==> config.mk <==
export PLATFORM = sky130hd
export DESIGN_NAME = rrc_engine
export DESIGN_NICKNAME = d
export VERILOG_FILES = /design/src/verilog/rrc_pkg.sv /design/src/verilog/rrc_engine.sv /design/src/verilog/rrc_key_fetch.sv /design/src/verilog/rrc_key_store.sv
export SDC_FILE = /design/constraint.sdc
export NUM_CORES = 2
export LEC_CHECK = 0
export BUFFER_PORTS_ARGS = -buffer_cell sky130_fd_sc_hd__buf_4
export CAP_MARGIN = 20
export CORE_ASPECT_RATIO = 0.9
export CORE_UTILIZATION = 50
export CTS_BUF_LIST = sky130_fd_sc_hd__clkbuf_16
export DETAILED_ROUTE_END_ITERATION = 8
export PLACE_DENSITY = 0.73
export SYNTH_ARGS = -nofsm -noshare
export SYNTH_HDL_FRONTEND = slang
export SYNTH_SLANG_ARGS = --single-unit
==> constraint.sdc <==
create_clock -name sys_clk -period 20.9 [get_ports sys_clk]
set_input_delay 4.18 -clock sys_clk [delete_from_list [all_inputs] [get_ports sys_clk]]
set_output_delay 4.18 -clock sys_clk [all_outputs]
set_load 0.005 [all_outputs]
==> src/verilog/rrc_pkg.sv <==
// Constants shared by the reservation register command engine
package rrc_pkg;
  // Register byte offsets on the AXI4-Lite slave
  localparam logic [7:0] OFF_CTRL = 8'h00;
  localparam logic [7:0] OFF_CDW10 = 8'h04;
  localparam logic [7:0] OFF_PTR0 = 8'h08;
  localparam logic [7:0] OFF_PTR1 = 8'h0c;
  localparam logic [7:0] OFF_PTR2 = 8'h10;
  localparam logic [7:0] OFF_PTR3 = 8'h14;
  localparam logic [7:0] OFF_CFG = 8'h18;
  localparam logic [7:0] OFF_CID = 8'h1c;
  localparam logic [7:0] OFF_STATUS = 8'h20;
  localparam logic [7:0] OFF_PERSIST = 8'h24;
  // Field positions
  localparam int CTRL_GO_BIT = 0;
  localparam int CFG_SGL_BIT = 0;
  localparam int CFG_HOST_LSB = 8;
  localparam int ST_BUSY_BIT = 0;
  localparam int ST_DONE_BIT = 1;
  localparam int ST_CODE_LSB = 16;
  localparam int CDW_CHG_LSB = 30;
  localparam int CDW_IGN_BIT = 3;
  // Register action codes
  localparam logic [2:0] ACT_REGISTER = 3'h0;
  localparam logic [2:0] ACT_UNREGISTER = 3'h1;
  localparam logic [2:0] ACT_REPLACE = 3'h2;
  // Persistence change codes
  localparam logic [1:0] CHG_NONE = 2'h0;
  localparam logic [1:0] CHG_RSVD = 2'h1;
  localparam logic [1:0] CHG_CLEAR = 2'h2;
  localparam logic [1:0] CHG_SET = 2'h3;
  // Completion status {type, code}
  localparam logic [10:0] STS_OK = 11'h000;
  localparam logic [10:0] STS_BAD_FIELD = 11'h002;
  localparam logic [10:0] STS_CONFLICT = 11'h083;
  // Page size for the page-list pointer split
  localparam int PAGE_BITS = 12;
  // AXI responses
  localparam logic [1:0] RESP_OKAY = 2'h0;
  localparam logic [1:0] RESP_DECERR = 2'h3;
  // Reset values
  localparam logic PERSIST_RESET = 1'b0;
endpackage
==> src/verilog/rrc_engine.sv <==
// Reservation register command engine with AXI4-Lite control
// Operation
// Post completion with status when done
// Key structure via dword 10 and pointer
// Scatter-gather uses only first entry
// Host treats other command fields reserved
// 128-bit pointer locates the key structure
// Dword 10 bits 31:30 change persistence
// 00b keeps persistence, 01b reserved
// 10b clears persistence state
// 11b sets persistence state
// Bit 3 skips current key check
// Bits 2:0 select register/unregister/replace
// Bytes 7:0 hold current key
// Bytes 15:8 hold new key
// Reserved codes complete with invalid field
`timescale 1ns/1ns
module rrc_engine #(
  parameter int HOST_W = 4
) (
  input wire logic sys_clk,
  input wire logic rst,
  input wire logic [7:0] s_axi_awaddr,
  input wire logic s_axi_awvalid,
  output logic s_axi_awready,
  input wire logic [31:0] s_axi_wdata,
  input wire logic [3:0] s_axi_wstrb,
  input wire logic s_axi_wvalid,
  output logic s_axi_wready,
  output logic [1:0] s_axi_bresp,
  output logic s_axi_bvalid,
  input wire logic s_axi_bready,
  input wire logic [7:0] s_axi_araddr,
  input wire logic s_axi_arvalid,
  output logic s_axi_arready,
  output logic [31:0] s_axi_rdata,
  output logic [1:0] s_axi_rresp,
  output logic s_axi_rvalid,
  input wire logic s_axi_rready,
  output logic mem_rd_valid,
  input wire logic mem_rd_ready,
  output logic [63:0] mem_rd_addr,
  input wire logic mem_rdata_valid,
  input wire logic [63:0] mem_rdata,
  output logic cq_valid,
  input wire logic cq_ready,
  output logic [15:0] cq_cid,
  output logic [10:0] cq_status,
  output logic persist_through_power_loss
);
  typedef enum logic [2:0] {
    S_INIT = 3'b000, S_IDLE = 3'b001, S_DECODE = 3'b010, S_FETCH = 3'b011,
    S_LOOKUP = 3'b100, S_EXEC = 3'b101, S_POST = 3'b110
  } rrc_state_e;
  rrc_state_e st_q; // Command sequencer state
  // Software registers
  logic [31:0] cdw10_q;
  logic [127:0] buffer_pointer_q;
  logic sgl_q, done_q; // Scatter-gather select, sticky done
  logic [HOST_W-1:0] host_q, init_q; // Issuing host, table clear index
  logic [15:0] cid_q;
  logic [10:0] sts_q;
  // Bus bookkeeping
  logic aw_have_q, w_have_q; // Write address or data held
  logic [7:0] awaddr_q;
  logic [31:0] wdata_q;
  logic [3:0] wstrb_q;
  logic wr_fire, go, clr_done, busy;
  // Decoded command fields
  logic [1:0] persist_state_change;
  logic ignore_existing_key_flag;
  logic [2:0] register_action;
  // Fetch and table signals
  logic fetch_start, fetch_done, tbl_we, ent_valid;
  logic [63:0] current_key, new_key, ent_key; // Fetched keys, stored key
  logic [HOST_W-1:0] tbl_waddr;
  logic [64:0] tbl_wdata, tbl_rdata, exec_wdata; // Valid bit on top
  logic [10:0] exec_sts;
  // Byte-lane merge for register writes
  function automatic logic [31:0] merge(input logic [31:0] old, input logic [31:0] nw,
                                        input logic [3:0] be);
    logic [31:0] r;
    r = old;
    for (int i = 0; i < 4; i++) begin
      if (be[i]) r[8*i +: 8] = nw[8*i +: 8];
    end
    return r;
  endfunction

  // True for an address this slave decodes
  function automatic logic mapped(input logic [7:0] a);
    return (a <= rrc_pkg::OFF_PERSIST) && (a[1:0] == 2'b00);
  endfunction

  assign busy = (st_q != S_IDLE);
  assign persist_state_change = cdw10_q[rrc_pkg::CDW_CHG_LSB +: 2];
  assign ignore_existing_key_flag = cdw10_q[rrc_pkg::CDW_IGN_BIT];
  assign register_action = cdw10_q[2:0];

  // Write channel handshakes: address and data accepted in either order
  assign s_axi_awready = !aw_have_q && !s_axi_bvalid;
  assign s_axi_wready = !w_have_q && !s_axi_bvalid;
  assign wr_fire = aw_have_q && w_have_q && !s_axi_bvalid;
  assign go = wr_fire && (awaddr_q == rrc_pkg::OFF_CTRL) && wstrb_q[0]
              && wdata_q[rrc_pkg::CTRL_GO_BIT] && !busy;
  assign clr_done = wr_fire && (awaddr_q == rrc_pkg::OFF_STATUS) && wstrb_q[0]
                    && wdata_q[rrc_pkg::ST_DONE_BIT];

  // Capture write address and data, then answer with one response
  always_ff @(posedge sys_clk or posedge rst) begin
    if (rst) begin
      aw_have_q <= 1'b0;
      w_have_q <= 1'b0;
      awaddr_q <= 8'h0;
      wdata_q <= 32'h0;
      wstrb_q <= 4'h0;
      s_axi_bvalid <= 1'b0;
      s_axi_bresp <= rrc_pkg::RESP_OKAY;
    end else begin
      if (s_axi_awvalid && s_axi_awready) begin
        aw_have_q <= 1'b1;
        awaddr_q <= s_axi_awaddr;
      end
      if (s_axi_wvalid && s_axi_wready) begin
        w_have_q <= 1'b1;
        wdata_q <= s_axi_wdata;
        wstrb_q <= s_axi_wstrb;
      end
      if (wr_fire) begin
        aw_have_q <= 1'b0;
        w_have_q <= 1'b0;
        s_axi_bvalid <= 1'b1;
        s_axi_bresp <= mapped(awaddr_q) ? rrc_pkg::RESP_OKAY : rrc_pkg::RESP_DECERR;
      end else if (s_axi_bready) begin
        s_axi_bvalid <= 1'b0;
      end
    end
  end

  // Command registers; changes while busy are ignored
  always_ff @(posedge sys_clk or posedge rst) begin
    if (rst) begin
      cdw10_q <= 32'h0;
      buffer_pointer_q <= 128'h0;
      sgl_q <= 1'b0;
      host_q <= '0;
      cid_q <= 16'h0;
    end else if (wr_fire && !busy) begin
      unique case (awaddr_q)
        rrc_pkg::OFF_CDW10: cdw10_q <= merge(cdw10_q, wdata_q, wstrb_q);
        rrc_pkg::OFF_PTR0: buffer_pointer_q[31:0] <= merge(buffer_pointer_q[31:0],
                                                           wdata_q, wstrb_q);
        rrc_pkg::OFF_PTR1: buffer_pointer_q[63:32] <= merge(buffer_pointer_q[63:32],
                                                            wdata_q, wstrb_q);
        rrc_pkg::OFF_PTR2: buffer_pointer_q[95:64] <= merge(buffer_pointer_q[95:64],
                                                            wdata_q, wstrb_q);
        rrc_pkg::OFF_PTR3: buffer_pointer_q[127:96] <= merge(buffer_pointer_q[127:96],
                                                             wdata_q, wstrb_q);
        rrc_pkg::OFF_CFG: begin
          if (wstrb_q[0]) sgl_q <= wdata_q[rrc_pkg::CFG_SGL_BIT];
          if (wstrb_q[1]) host_q <= wdata_q[rrc_pkg::CFG_HOST_LSB +: HOST_W];
        end
        rrc_pkg::OFF_CID: cid_q <= 16'(merge({16'h0, cid_q}, wdata_q, wstrb_q));
        default: ;
      endcase
    end
  end

  // Read channel: registered data, one response per address
  assign s_axi_arready = !s_axi_rvalid;
  always_ff @(posedge sys_clk or posedge rst) begin
    if (rst) begin
      s_axi_rvalid <= 1'b0;
      s_axi_rdata <= 32'h0;
      s_axi_rresp <= rrc_pkg::RESP_OKAY;
    end else if (s_axi_arvalid && s_axi_arready) begin
      s_axi_rvalid <= 1'b1;
      s_axi_rresp <= mapped(s_axi_araddr) ? rrc_pkg::RESP_OKAY : rrc_pkg::RESP_DECERR;
      unique case (s_axi_araddr)
        rrc_pkg::OFF_CTRL: s_axi_rdata <= {31'h0, busy};
        rrc_pkg::OFF_CDW10: s_axi_rdata <= cdw10_q;
        rrc_pkg::OFF_PTR0: s_axi_rdata <= buffer_pointer_q[31:0];
        rrc_pkg::OFF_PTR1: s_axi_rdata <= buffer_pointer_q[63:32];
        rrc_pkg::OFF_PTR2: s_axi_rdata <= buffer_pointer_q[95:64];
        rrc_pkg::OFF_PTR3: s_axi_rdata <= buffer_pointer_q[127:96];
        rrc_pkg::OFF_CFG: s_axi_rdata <= 32'({host_q, 7'h0, sgl_q});
        rrc_pkg::OFF_CID: s_axi_rdata <= {16'h0, cid_q};
        rrc_pkg::OFF_STATUS: s_axi_rdata <= {5'h0, sts_q, 14'h0, done_q, busy};
        rrc_pkg::OFF_PERSIST: s_axi_rdata <= {31'h0, persist_through_power_loss};
        default: s_axi_rdata <= 32'h0;
      endcase
    end else if (s_axi_rready) begin
      s_axi_rvalid <= 1'b0;
    end
  end

  // Outcome of the table check for the decoded action
  assign ent_valid = tbl_rdata[64];
  assign ent_key = tbl_rdata[63:0];
  always_comb begin
    exec_sts = rrc_pkg::STS_OK;
    exec_wdata = tbl_rdata;
    unique case (register_action)
      rrc_pkg::ACT_REGISTER: begin
        if (ent_valid && (ent_key != new_key)) exec_sts = rrc_pkg::STS_CONFLICT;
        exec_wdata = {1'b1, new_key};
      end
      rrc_pkg::ACT_UNREGISTER: begin
        if (!ent_valid || (!ignore_existing_key_flag && ent_key != current_key)) begin
          exec_sts = rrc_pkg::STS_CONFLICT;
        end
        exec_wdata = 65'h0;
      end
      default: begin
        if (!ent_valid || (!ignore_existing_key_flag && ent_key != current_key)) begin
          exec_sts = rrc_pkg::STS_CONFLICT;
        end
        exec_wdata = {1'b1, new_key};
      end
    endcase
  end

  assign fetch_start = (st_q == S_DECODE) && (register_action <= rrc_pkg::ACT_REPLACE)
                       && (persist_state_change != rrc_pkg::CHG_RSVD);
  assign tbl_we = (st_q == S_INIT) || ((st_q == S_EXEC) && (exec_sts == rrc_pkg::STS_OK));
  assign tbl_waddr = (st_q == S_INIT) ? init_q : host_q;
  assign tbl_wdata = (st_q == S_INIT) ? 65'h0 : exec_wdata;

  // Command sequencer, including a clearing pass over the table after reset
  always_ff @(posedge sys_clk or posedge rst) begin
    if (rst) begin
      st_q <= S_INIT;
      init_q <= '0;
      sts_q <= rrc_pkg::STS_OK;
    end else begin
      unique case (st_q)
        S_INIT: begin
          init_q <= init_q + 1'b1;
          if (&init_q) st_q <= S_IDLE;
        end
        S_IDLE: if (go) st_q <= S_DECODE;
        S_DECODE: begin
          if (!fetch_start) sts_q <= rrc_pkg::STS_BAD_FIELD;
          st_q <= fetch_start ? S_FETCH : S_POST;
        end
        S_FETCH: if (fetch_done) st_q <= S_LOOKUP;
        S_LOOKUP: st_q <= S_EXEC;
        S_EXEC: begin
          sts_q <= exec_sts;
          st_q <= S_POST;
        end
        S_POST: if (cq_ready) st_q <= S_IDLE;
        default: st_q <= S_IDLE;
      endcase
    end
  end

  // Persistence state follows the change field after a successful action
  always_ff @(posedge sys_clk or posedge rst) begin
    if (rst) begin
      persist_through_power_loss <= rrc_pkg::PERSIST_RESET;
    end else if (st_q == S_EXEC && exec_sts == rrc_pkg::STS_OK) begin
      if (persist_state_change == rrc_pkg::CHG_CLEAR) begin
        persist_through_power_loss <= 1'b0;
      end else if (persist_state_change == rrc_pkg::CHG_SET) begin
        persist_through_power_loss <= 1'b1;
      end
      // No change for the keep code
    end
  end

  // Sticky done flag; a new completion wins over a software clear
  always_ff @(posedge sys_clk or posedge rst) begin
    if (rst) begin
      done_q <= 1'b0;
    end else if (st_q == S_POST && cq_ready) begin
      done_q <= 1'b1;
    end else if (clr_done) begin
      done_q <= 1'b0;
    end
  end

  // Completion entry toward the I/O completion queue
  assign cq_valid = (st_q == S_POST);
  assign cq_cid = cid_q;
  assign cq_status = sts_q;

  rrc_key_fetch u_fetch (
    .sys_clk(sys_clk), .rst(rst), .start(fetch_start), .sgl_mode(sgl_q),
    .buffer_pointer(buffer_pointer_q), .mem_rd_valid(mem_rd_valid),
    .mem_rd_ready(mem_rd_ready), .mem_rd_addr(mem_rd_addr),
    .mem_rdata_valid(mem_rdata_valid), .mem_rdata(mem_rdata),
    .current_key(current_key), .new_key(new_key), .done(fetch_done)
  );
  rrc_key_store #(.AW(HOST_W), .DW(65)) u_keys (
    .sys_clk(sys_clk), .we(tbl_we), .waddr(tbl_waddr), .wdata(tbl_wdata),
    .raddr(host_q), .rdata_q(tbl_rdata)
  );

  // Reserved codes never reach the host memory fetch
  a_rsvd_no_fetch: assert property (@(posedge sys_clk) disable iff (rst)
    (st_q == S_DECODE && register_action > rrc_pkg::ACT_REPLACE) |=> st_q == S_POST
    && cq_status == rrc_pkg::STS_BAD_FIELD) else $error("reserved action not rejected");
  a_chg_rsvd_err: assert property (@(posedge sys_clk) disable iff (rst)
    (st_q == S_DECODE && persist_state_change == rrc_pkg::CHG_RSVD) |=>
    cq_status == rrc_pkg::STS_BAD_FIELD) else $error("reserved change code accepted");
  a_persist_clear: assert property (@(posedge sys_clk) disable iff (rst)
    (st_q == S_EXEC && exec_sts == rrc_pkg::STS_OK
     && persist_state_change == rrc_pkg::CHG_CLEAR) |=> !persist_through_power_loss)
    else $error("persistence not cleared");
  a_persist_set: assert property (@(posedge sys_clk) disable iff (rst)
    (st_q == S_EXEC && exec_sts == rrc_pkg::STS_OK
     && persist_state_change == rrc_pkg::CHG_SET) |=> persist_through_power_loss)
    else $error("persistence not set");
  a_persist_keep: assert property (@(posedge sys_clk) disable iff (rst)
    (st_q != S_EXEC || persist_state_change == rrc_pkg::CHG_NONE) |=>
    $stable(persist_through_power_loss)) else $error("persistence changed unasked");
  a_cq_hold: assert property (@(posedge sys_clk) disable iff (rst)
    (cq_valid && !cq_ready) |=> cq_valid && $stable(cq_status) && $stable(cq_cid))
    else $error("completion dropped before taken");
  a_ignore_key: assert property (@(posedge sys_clk) disable iff (rst)
    (st_q == S_EXEC && ignore_existing_key_flag && ent_valid
     && register_action == rrc_pkg::ACT_UNREGISTER) |=> cq_status == rrc_pkg::STS_OK)
    else $error("key checked despite ignore flag");
  a_key_mismatch: assert property (@(posedge sys_clk) disable iff (rst)
    (st_q == S_EXEC && !ignore_existing_key_flag && register_action != rrc_pkg::ACT_REGISTER
     && ent_key != current_key) |=> cq_status == rrc_pkg::STS_CONFLICT)
    else $error("wrong current key accepted");
  a_first_addr: assert property (@(posedge sys_clk) disable iff (rst)
    (st_q == S_DECODE && fetch_start) |=> ##[0:2] (mem_rd_valid
    && mem_rd_addr == buffer_pointer_q[63:0])) else $error("fetch from wrong address");
  a_exec_post: assert property (@(posedge sys_clk) disable iff (rst)
    (st_q == S_FETCH && fetch_done) |=> ##2 cq_valid) else $error("no completion after fetch");
endmodule

==> src/verilog/rrc_key_fetch.sv <==
// Reads the 16-byte key structure from host memory in two 8-byte beats
`timescale 1ns/1ns
module rrc_key_fetch (
  input wire logic sys_clk,
  input wire logic rst,
  input wire logic start,
  input wire logic sgl_mode,
  input wire logic [127:0] buffer_pointer,
  output logic mem_rd_valid,
  input wire logic mem_rd_ready,
  output logic [63:0] mem_rd_addr,
  input wire logic mem_rdata_valid,
  input wire logic [63:0] mem_rdata,
  output logic [63:0] current_key,
  output logic [63:0] new_key,
  output logic done
);
  typedef enum logic [1:0] {
    F_IDLE = 2'b00,
    F_REQ = 2'b01,
    F_DATA = 2'b10
  } rrc_fetch_e;
  rrc_fetch_e st_q;
  logic beat_q;
  logic [63:0] addr1;
  logic [63:0] addr_next;

  // Second beat: page list moves to the second entry on a page crossing,
  // scatter-gather uses only the first entry
  assign addr_next = buffer_pointer[63:0] + 64'h8;
  always_comb begin
    addr1 = addr_next;
    if (!sgl_mode && (addr_next[rrc_pkg::PAGE_BITS-1:0] == '0)) begin
      addr1 = buffer_pointer[127:64];
    end
  end

  // First beat always starts at the low pointer half
  assign mem_rd_addr = beat_q ? addr1 : buffer_pointer[63:0];
  assign mem_rd_valid = (st_q == F_REQ);

  // Beat sequencer
  always_ff @(posedge sys_clk or posedge rst) begin
    if (rst) begin
      st_q <= F_IDLE;
      beat_q <= 1'b0;
      done <= 1'b0;
    end else begin
      done <= 1'b0;
      unique case (st_q)
        F_IDLE: begin
          beat_q <= 1'b0;
          if (start) st_q <= F_REQ;
        end
        F_REQ: if (mem_rd_ready) st_q <= F_DATA;
        F_DATA: begin
          if (mem_rdata_valid) begin
            beat_q <= ~beat_q;
            st_q <= beat_q ? F_IDLE : F_REQ;
            done <= beat_q;
          end
        end
        default: st_q <= F_IDLE;
      endcase
    end
  end

  // Bytes 7:0 current key, bytes 15:8 new key
  always_ff @(posedge sys_clk or posedge rst) begin
    if (rst) begin
      current_key <= 64'h0;
      new_key <= 64'h0;
    end else if (st_q == F_DATA && mem_rdata_valid) begin
      if (beat_q) new_key <= mem_rdata;
      else current_key <= mem_rdata;
    end
  end
endmodule

==> src/verilog/rrc_key_store.sv <==
// Registrant key table with registered read data
`timescale 1ns/1ns
module rrc_key_store #(
  parameter int AW = 4,
  parameter int DW = 65
) (
  input wire logic sys_clk,
  input wire logic we,
  input wire logic [AW-1:0] waddr,
  input wire logic [DW-1:0] wdata,
  input wire logic [AW-1:0] raddr,
  output logic [DW-1:0] rdata_q
);
  // Storage array, valid bit in the top position
  logic [DW-1:0] mem [0:(1<<AW)-1];

  // Write port; entries start invalid through the init pass in the engine
  always_ff @(posedge sys_clk) begin
    if (we) begin
      mem[waddr] <= wdata;
    end
  end

  // Read port, one cycle latency
  always_ff @(posedge sys_clk) begin
    rdata_q <= mem[raddr];
  end
endmodule

Word-level counts from Yosys, hierarchy flattened. Memories as Yosys holds them, arrays and structs flattened. A register that Yosys moved wholly into a read port is not among the register bits. Cells that the tools add are included.

Register bits after elaboration: 417. Memory bits (writable): 1040. Input bits: 126. Output and inout port bits: 135. Memories kept: 1.

Add/subtract/negate cells: 2. Order comparisons: 3. Equal/unequal tests: 40. Mux-type cells: 42. Bitwise gates (word level): 1. Reductions and logical operators: 84.

Memories: u_keys.mem (depth 16, width 65, read ports 1, clocked after Yosys merged registers in 1, wr ports 1, line rrc_key_store.sv:15) `logic [DW-1:0] mem [0:(1<<AW)-1];`.

Operator list (count): $pmux W32 S10 (1); $mux W65 (2); $mux W64 (2); $ne A64 B64 Y1 (2); $reduce_and A3 Y1 (25); $add A64 B4 Y64 const B (1); $eq A8 B5 Y1 const B (8); $eq A8 B4 Y1 const B (4); $logic_and A1 B1 Y1 (25); $eq A8 B6 Y1 const B (3); $mux W11 (2); $pmux W11 S2 (1); $pmux W3 S7 (1); $mux W1 (18); $eq A8 B3 Y1 const B (2); $le A8 B6 Y1 const B (2); $logic_not A8 Y1 (2); $mux W8 (2); $reduce_bool A2 Y1 (8); $mux W3 (5); $logic_not A12 Y1 (1); $logic_not A11 Y1 (1); $mux W2 (5); $ne A2 B1 Y1 const B (5); other kinds (19) (44).

Logic depth before layout (Yosys ltp).
Depth after elaboration: 10. Depth in mapped cells: 11. Mapped depth without buffers: 8.

Cells and area by module. A second synthesis with hierarchy kept.

Cells, all modules: 3622. Area, all modules: 61191.2 µm².

By module, submodules not included: rrc_key_store (times used 1, cells an instance 1673, area each 40243.6 µm²); rrc_engine (times used 1, cells an instance 1077, area each 13487.9 µm²); rrc_key_fetch (times used 1, cells an instance 872, area each 7459.7 µm²).

Worst setup path after synthesis. Ideal clock, no wire load.

Path type: register -> output. From: reg buffer_pointer_q[3]. To: out mem_rd_addr[29]. Arrival time: 2.241 ns. Setup slack: 14.479 ns. Stages on the path, launching flop included: 11. Path through: dfrtp_1 ha_1 nor4_1 nand3b_1 nor4_1 nand4_1 buf_2 buf_2 a21oi_1 nor2_1 a21oi_1.

Cells in the longest elaborated chain, start to end: 5.

RTL lines: from (decl) (line rrc_engine.sv:58) `logic [127:0] buffer_pointer_q;`; from (signal assigned) (line rrc_engine.sv:151) `rrc_pkg::OFF_PTR0: buffer_pointer_q[31:0] <= merge(buffer_pointer_q[31:0],`; $add A64 B4 Y64 * (line rrc_key_fetch.sv:30) `assign addr_next = buffer_pointer[63:0] + 64'h8;`; $logic_not A12 Y1 (line rrc_key_fetch.sv:33) `if (!sgl_mode && (addr_next[rrc_pkg::PAGE_BITS-1:0] == '0)) begin`; $logic_and A1 B1 Y1 (line rrc_key_fetch.sv:33); $mux W64 * (line rrc_key_fetch.sv:33); $mux W64 * (line rrc_key_fetch.sv:39) `assign mem_rd_addr = beat_q ? addr1 : buffer_pointer[63:0];`; to (decl) (line rrc_engine.sv:42) `output logic [63:0] mem_rd_addr,`.

Mark *: on every way between the ends. The rest lies on a longest branch, timed or not.

Worst setup path after layout.
From: reg buffer_pointer_q[6]. To: out mem_rd_addr[15].

The elaborated chain is that of the path after synthesis.

==> run summary <==
Status: finished with violations
Failing checks: DRC
RSZ-0062 raised after global routing: false
I/O Buffers: 252
CP startpoint: buffer_pointer_q[6]
Die Y: 333 um
Main synth FF type: edfxtp_1
Antenna Violating Nets Remaining: 0
Fin area: 0.0699 mm2
Worst-path clk slew: 0.06 ns
Hold-fix buffer count after cts: 0
Die area: 0.123 mm2
Initial antenna violation count: 12
Setup violations, final: 0
Max clock buf depth: 3
Min setup slack post-route: 12.31 ns
GRT overflow: 0
Total Routing Usage GR: 0.261
Final Net Count: 3943
Seq/Total Area, Yosys: 0.701
Row count: 121
Resized cells post-CTS: 0
Syn-to-layout area delta: 14.7%
Post-route minimum period: 8.59 ns
Most frequent CP cell: buf_4
Non-Filler Instances: 5543
Pwr Total: 8.20 mW
Hold Crit Class: reg2reg
Placed insts: 5255
First-pass GRT wire length: 234 mm
Layout Utilization: 0.579
Starting Density: 0.504
Crit Path Class: reg2out
Critical Path End Type: output port
Maximum vdd drop: 93.5 uV
Post-DP HPWL: 94.3 mm
Share of cells above drive strength 1: 0.303
DRC viols: 30
Router iterations before antenna repair: 9
Netlist area before placement: 0.0609 mm2
Cells along the critical path: nand3_1 > o21a_1 > nor4_1 > nand4_1 > buf_4 > buf_4 > nor2_2 > o21ai_0 > buf_4
Worst Path Arrival: 4.41 ns
Fin. Hold Viols: 0
Mean Syn Cell Area: 17.3 um2
Clock Latency Late Sink: 0.78 ns
CP Launch Type: flip-flop
Vias: 34800
WHS: 0.477 ns
I/O Pins: 261
Critical path's slowest cell: nor2_2
RR Startpoint: u_fetch.new_key[15]
Pwr per Cell Area: 117 mW/mm2
DRT Wirelength: 160 mm
Ys Warns: 0
Leak Pwr: 25.3 nW
Critical path's top delay family: simple AND/OR/NAND/NOR gates
Worst Path Max Fanout: 87
Max Freq: 116 MHz
Period Utilization, post-route: 0.411
H-tree lvl count: 4
Routed vias/inst: 6.28
Initial DRC Count: 4611
Setup TNS Final: 0 ns
TritonCTS clock tree: built
Vias in the first global route: 33900
DP Area: 0.0648 mm2
Setup Skew: 0.0360 ns
Maxcap violations: 0
Core ar.: 0.121 mm2
CTS Buf Count: 151
Setup Fix Bufs, Post-CTS: 0
CP required: 16.72 ns
Buf/Inv on CP: 3
Mapped Cells: 3522
Hold path startpoint: s_axi_rdata[25]
Clock Sinks: 1511
Synth cell types: 64
Chip Width: 370 um
Dpl ws: 13.31 ns
Gpl congestion: 0.954
Max-slew violations: 0
Least-Margin Pin Slew: 1.28 ns
FFs w/ async S/R, synth: 0.269
Slew margin rel.: 0.149
Largest net degree at the start of global routing: 139
#FFs+latches synth: 1511
CTS root buffer: clkbuf_16
Routed WL per cell: 28.9 um
EDFF count, synth: 1040
Worst path max stage delay: 0.71 ns
[area by class of cell]
class                           instances  area, um2
Antenna cell                            3       7.51
Clock buffer                          158       3950
Clock inverter                        121        986
Fill cell                            8960      50900
Inverter                               20       82.6
Multi-Input combinational cell       1808      17600
Sequential cell                      1511      42700
Tap cell                             1599       2000
Timing Repair Buffer                  323       2530
[flip-flops by register name (all words and copies together), names as in the netlist, 3 cells and up]
register	cells
cdw10_q	32
u_keys.mem	1040
host_q	4
awaddr_q	8
s_axi_rdata	32
u_fetch.new_key	64
u_fetch.current_key	64
u_keys.rdata_q	65
cq_cid	16
init_q	4
wstrb_q	4
wdata_q	32
buffer_pointer_q	128
st_q	3
[cells by family (layout without fill, tap and decap cells)]
logic type,after synthesis,in the layout,synth area share
adders and majority gates,2,2,0.000411
buffers and inverters,210,622,0.0140
AOI/OAI and AO/OA,404,404,0.0412
and+or+nand+nor,647,647,0.0509
muxes,611,611,0.173
xor gates and xnor gates,136,136,0.0196
other,1,11,0.0000616
DFF,1511,1511,0.701
[final timing paths]
check,end,slack (ns),depth (start not counted)
max,mem_rd_addr[15],12.31,9
min,s_axi_rdata[25],0.48,1
max reg2reg,u_keys.mem[15][17],15.23,9
min reg2reg,s_axi_rdata[25],0.48,1
max in group asynchronous,cdw10_q[28],16.06,3
min in group asynchronous,awaddr_q[0],3.47,2
[layout by cell type, fill, tap and decap left out, drive strengths merged, types with 41 or more instances in the layout]
cell    count
nand2     295
nor2       87
clkinv     55
mux4      325
clkbuf    158
nand4      41
o21ai      88
and2       69
inv        71
a21oi     137
mux2      285
edfxtp   1040
a22oi      50
dfrtp     406
xor2       67
dfxtp      65
nand3      49
buf       323
xnor2      69
[power breakdown]
group	switching [mW]	internal, mW
combinational	0.828	0.482
clock	1.14	1.55
sequential	0.341	3.86
total	2.31	5.89
[worst register-to-register path, stage by stage, from the launching register on]
cell and delay, ns:
dfrtp_1 0.41, xnor2_1 0.42, nand4_1 0.15, nor4_1 0.68, nand4_1 0.53, a21oi_1 0.66, o211ai_1 0.48, a21oi_4 0.75
buf_4 0.53, buf_4 0.68
[cells in the mapped netlist (6+ instances only)]
cell type	count	share of area
nor2_1	86	0.0053
edfxtp_1	1040	0.51
xor2_1	67	0.0096
nor4_1	34	0.0035
dfxtp_1	65	0.021
a22oi_1	50	0.0062
xnor2_1	69	0.0099
a31oi_1	14	0.0014
mux4_2	325	0.12
a21oi_1	137	0.011
o31ai_1	6	0.00074
nand2b_1	7	0.00072
a222oi_1	19	0.0031
a21o_1	23	0.0028
o21ai_0	87	0.0071
nor3_1	20	0.0016
clkbuf_1	134	0.0083
nand4_1	39	0.0040
buf_4	12	0.0015
dfrtp_1	406	0.17
a221oi_1	13	0.0019
mux2_2	285	0.053
o22ai_1	24	0.0025
nand2_1	295	0.018
buf_2	15	0.0012
and3_1	8	0.00082
inv_1	20	0.0012
and2_1	69	0.0071
o21a_1	12	0.0015
buf_1	29	0.0018
nand3_1	49	0.0040
[routing by layer]
metal,GRT usage,wire length (um),part of all wire,vias to the layer above
met5,0,118,0.00074,-
met2,0.394,74000,0.46,1949
li1,-,-,-,14400
met1,0.378,64900,0.41,18100
met3,0.0559,15600,0.098,313
met4,0.0955,5520,0.034,18
Note: power is estimated with default switching activity, not from simulation.
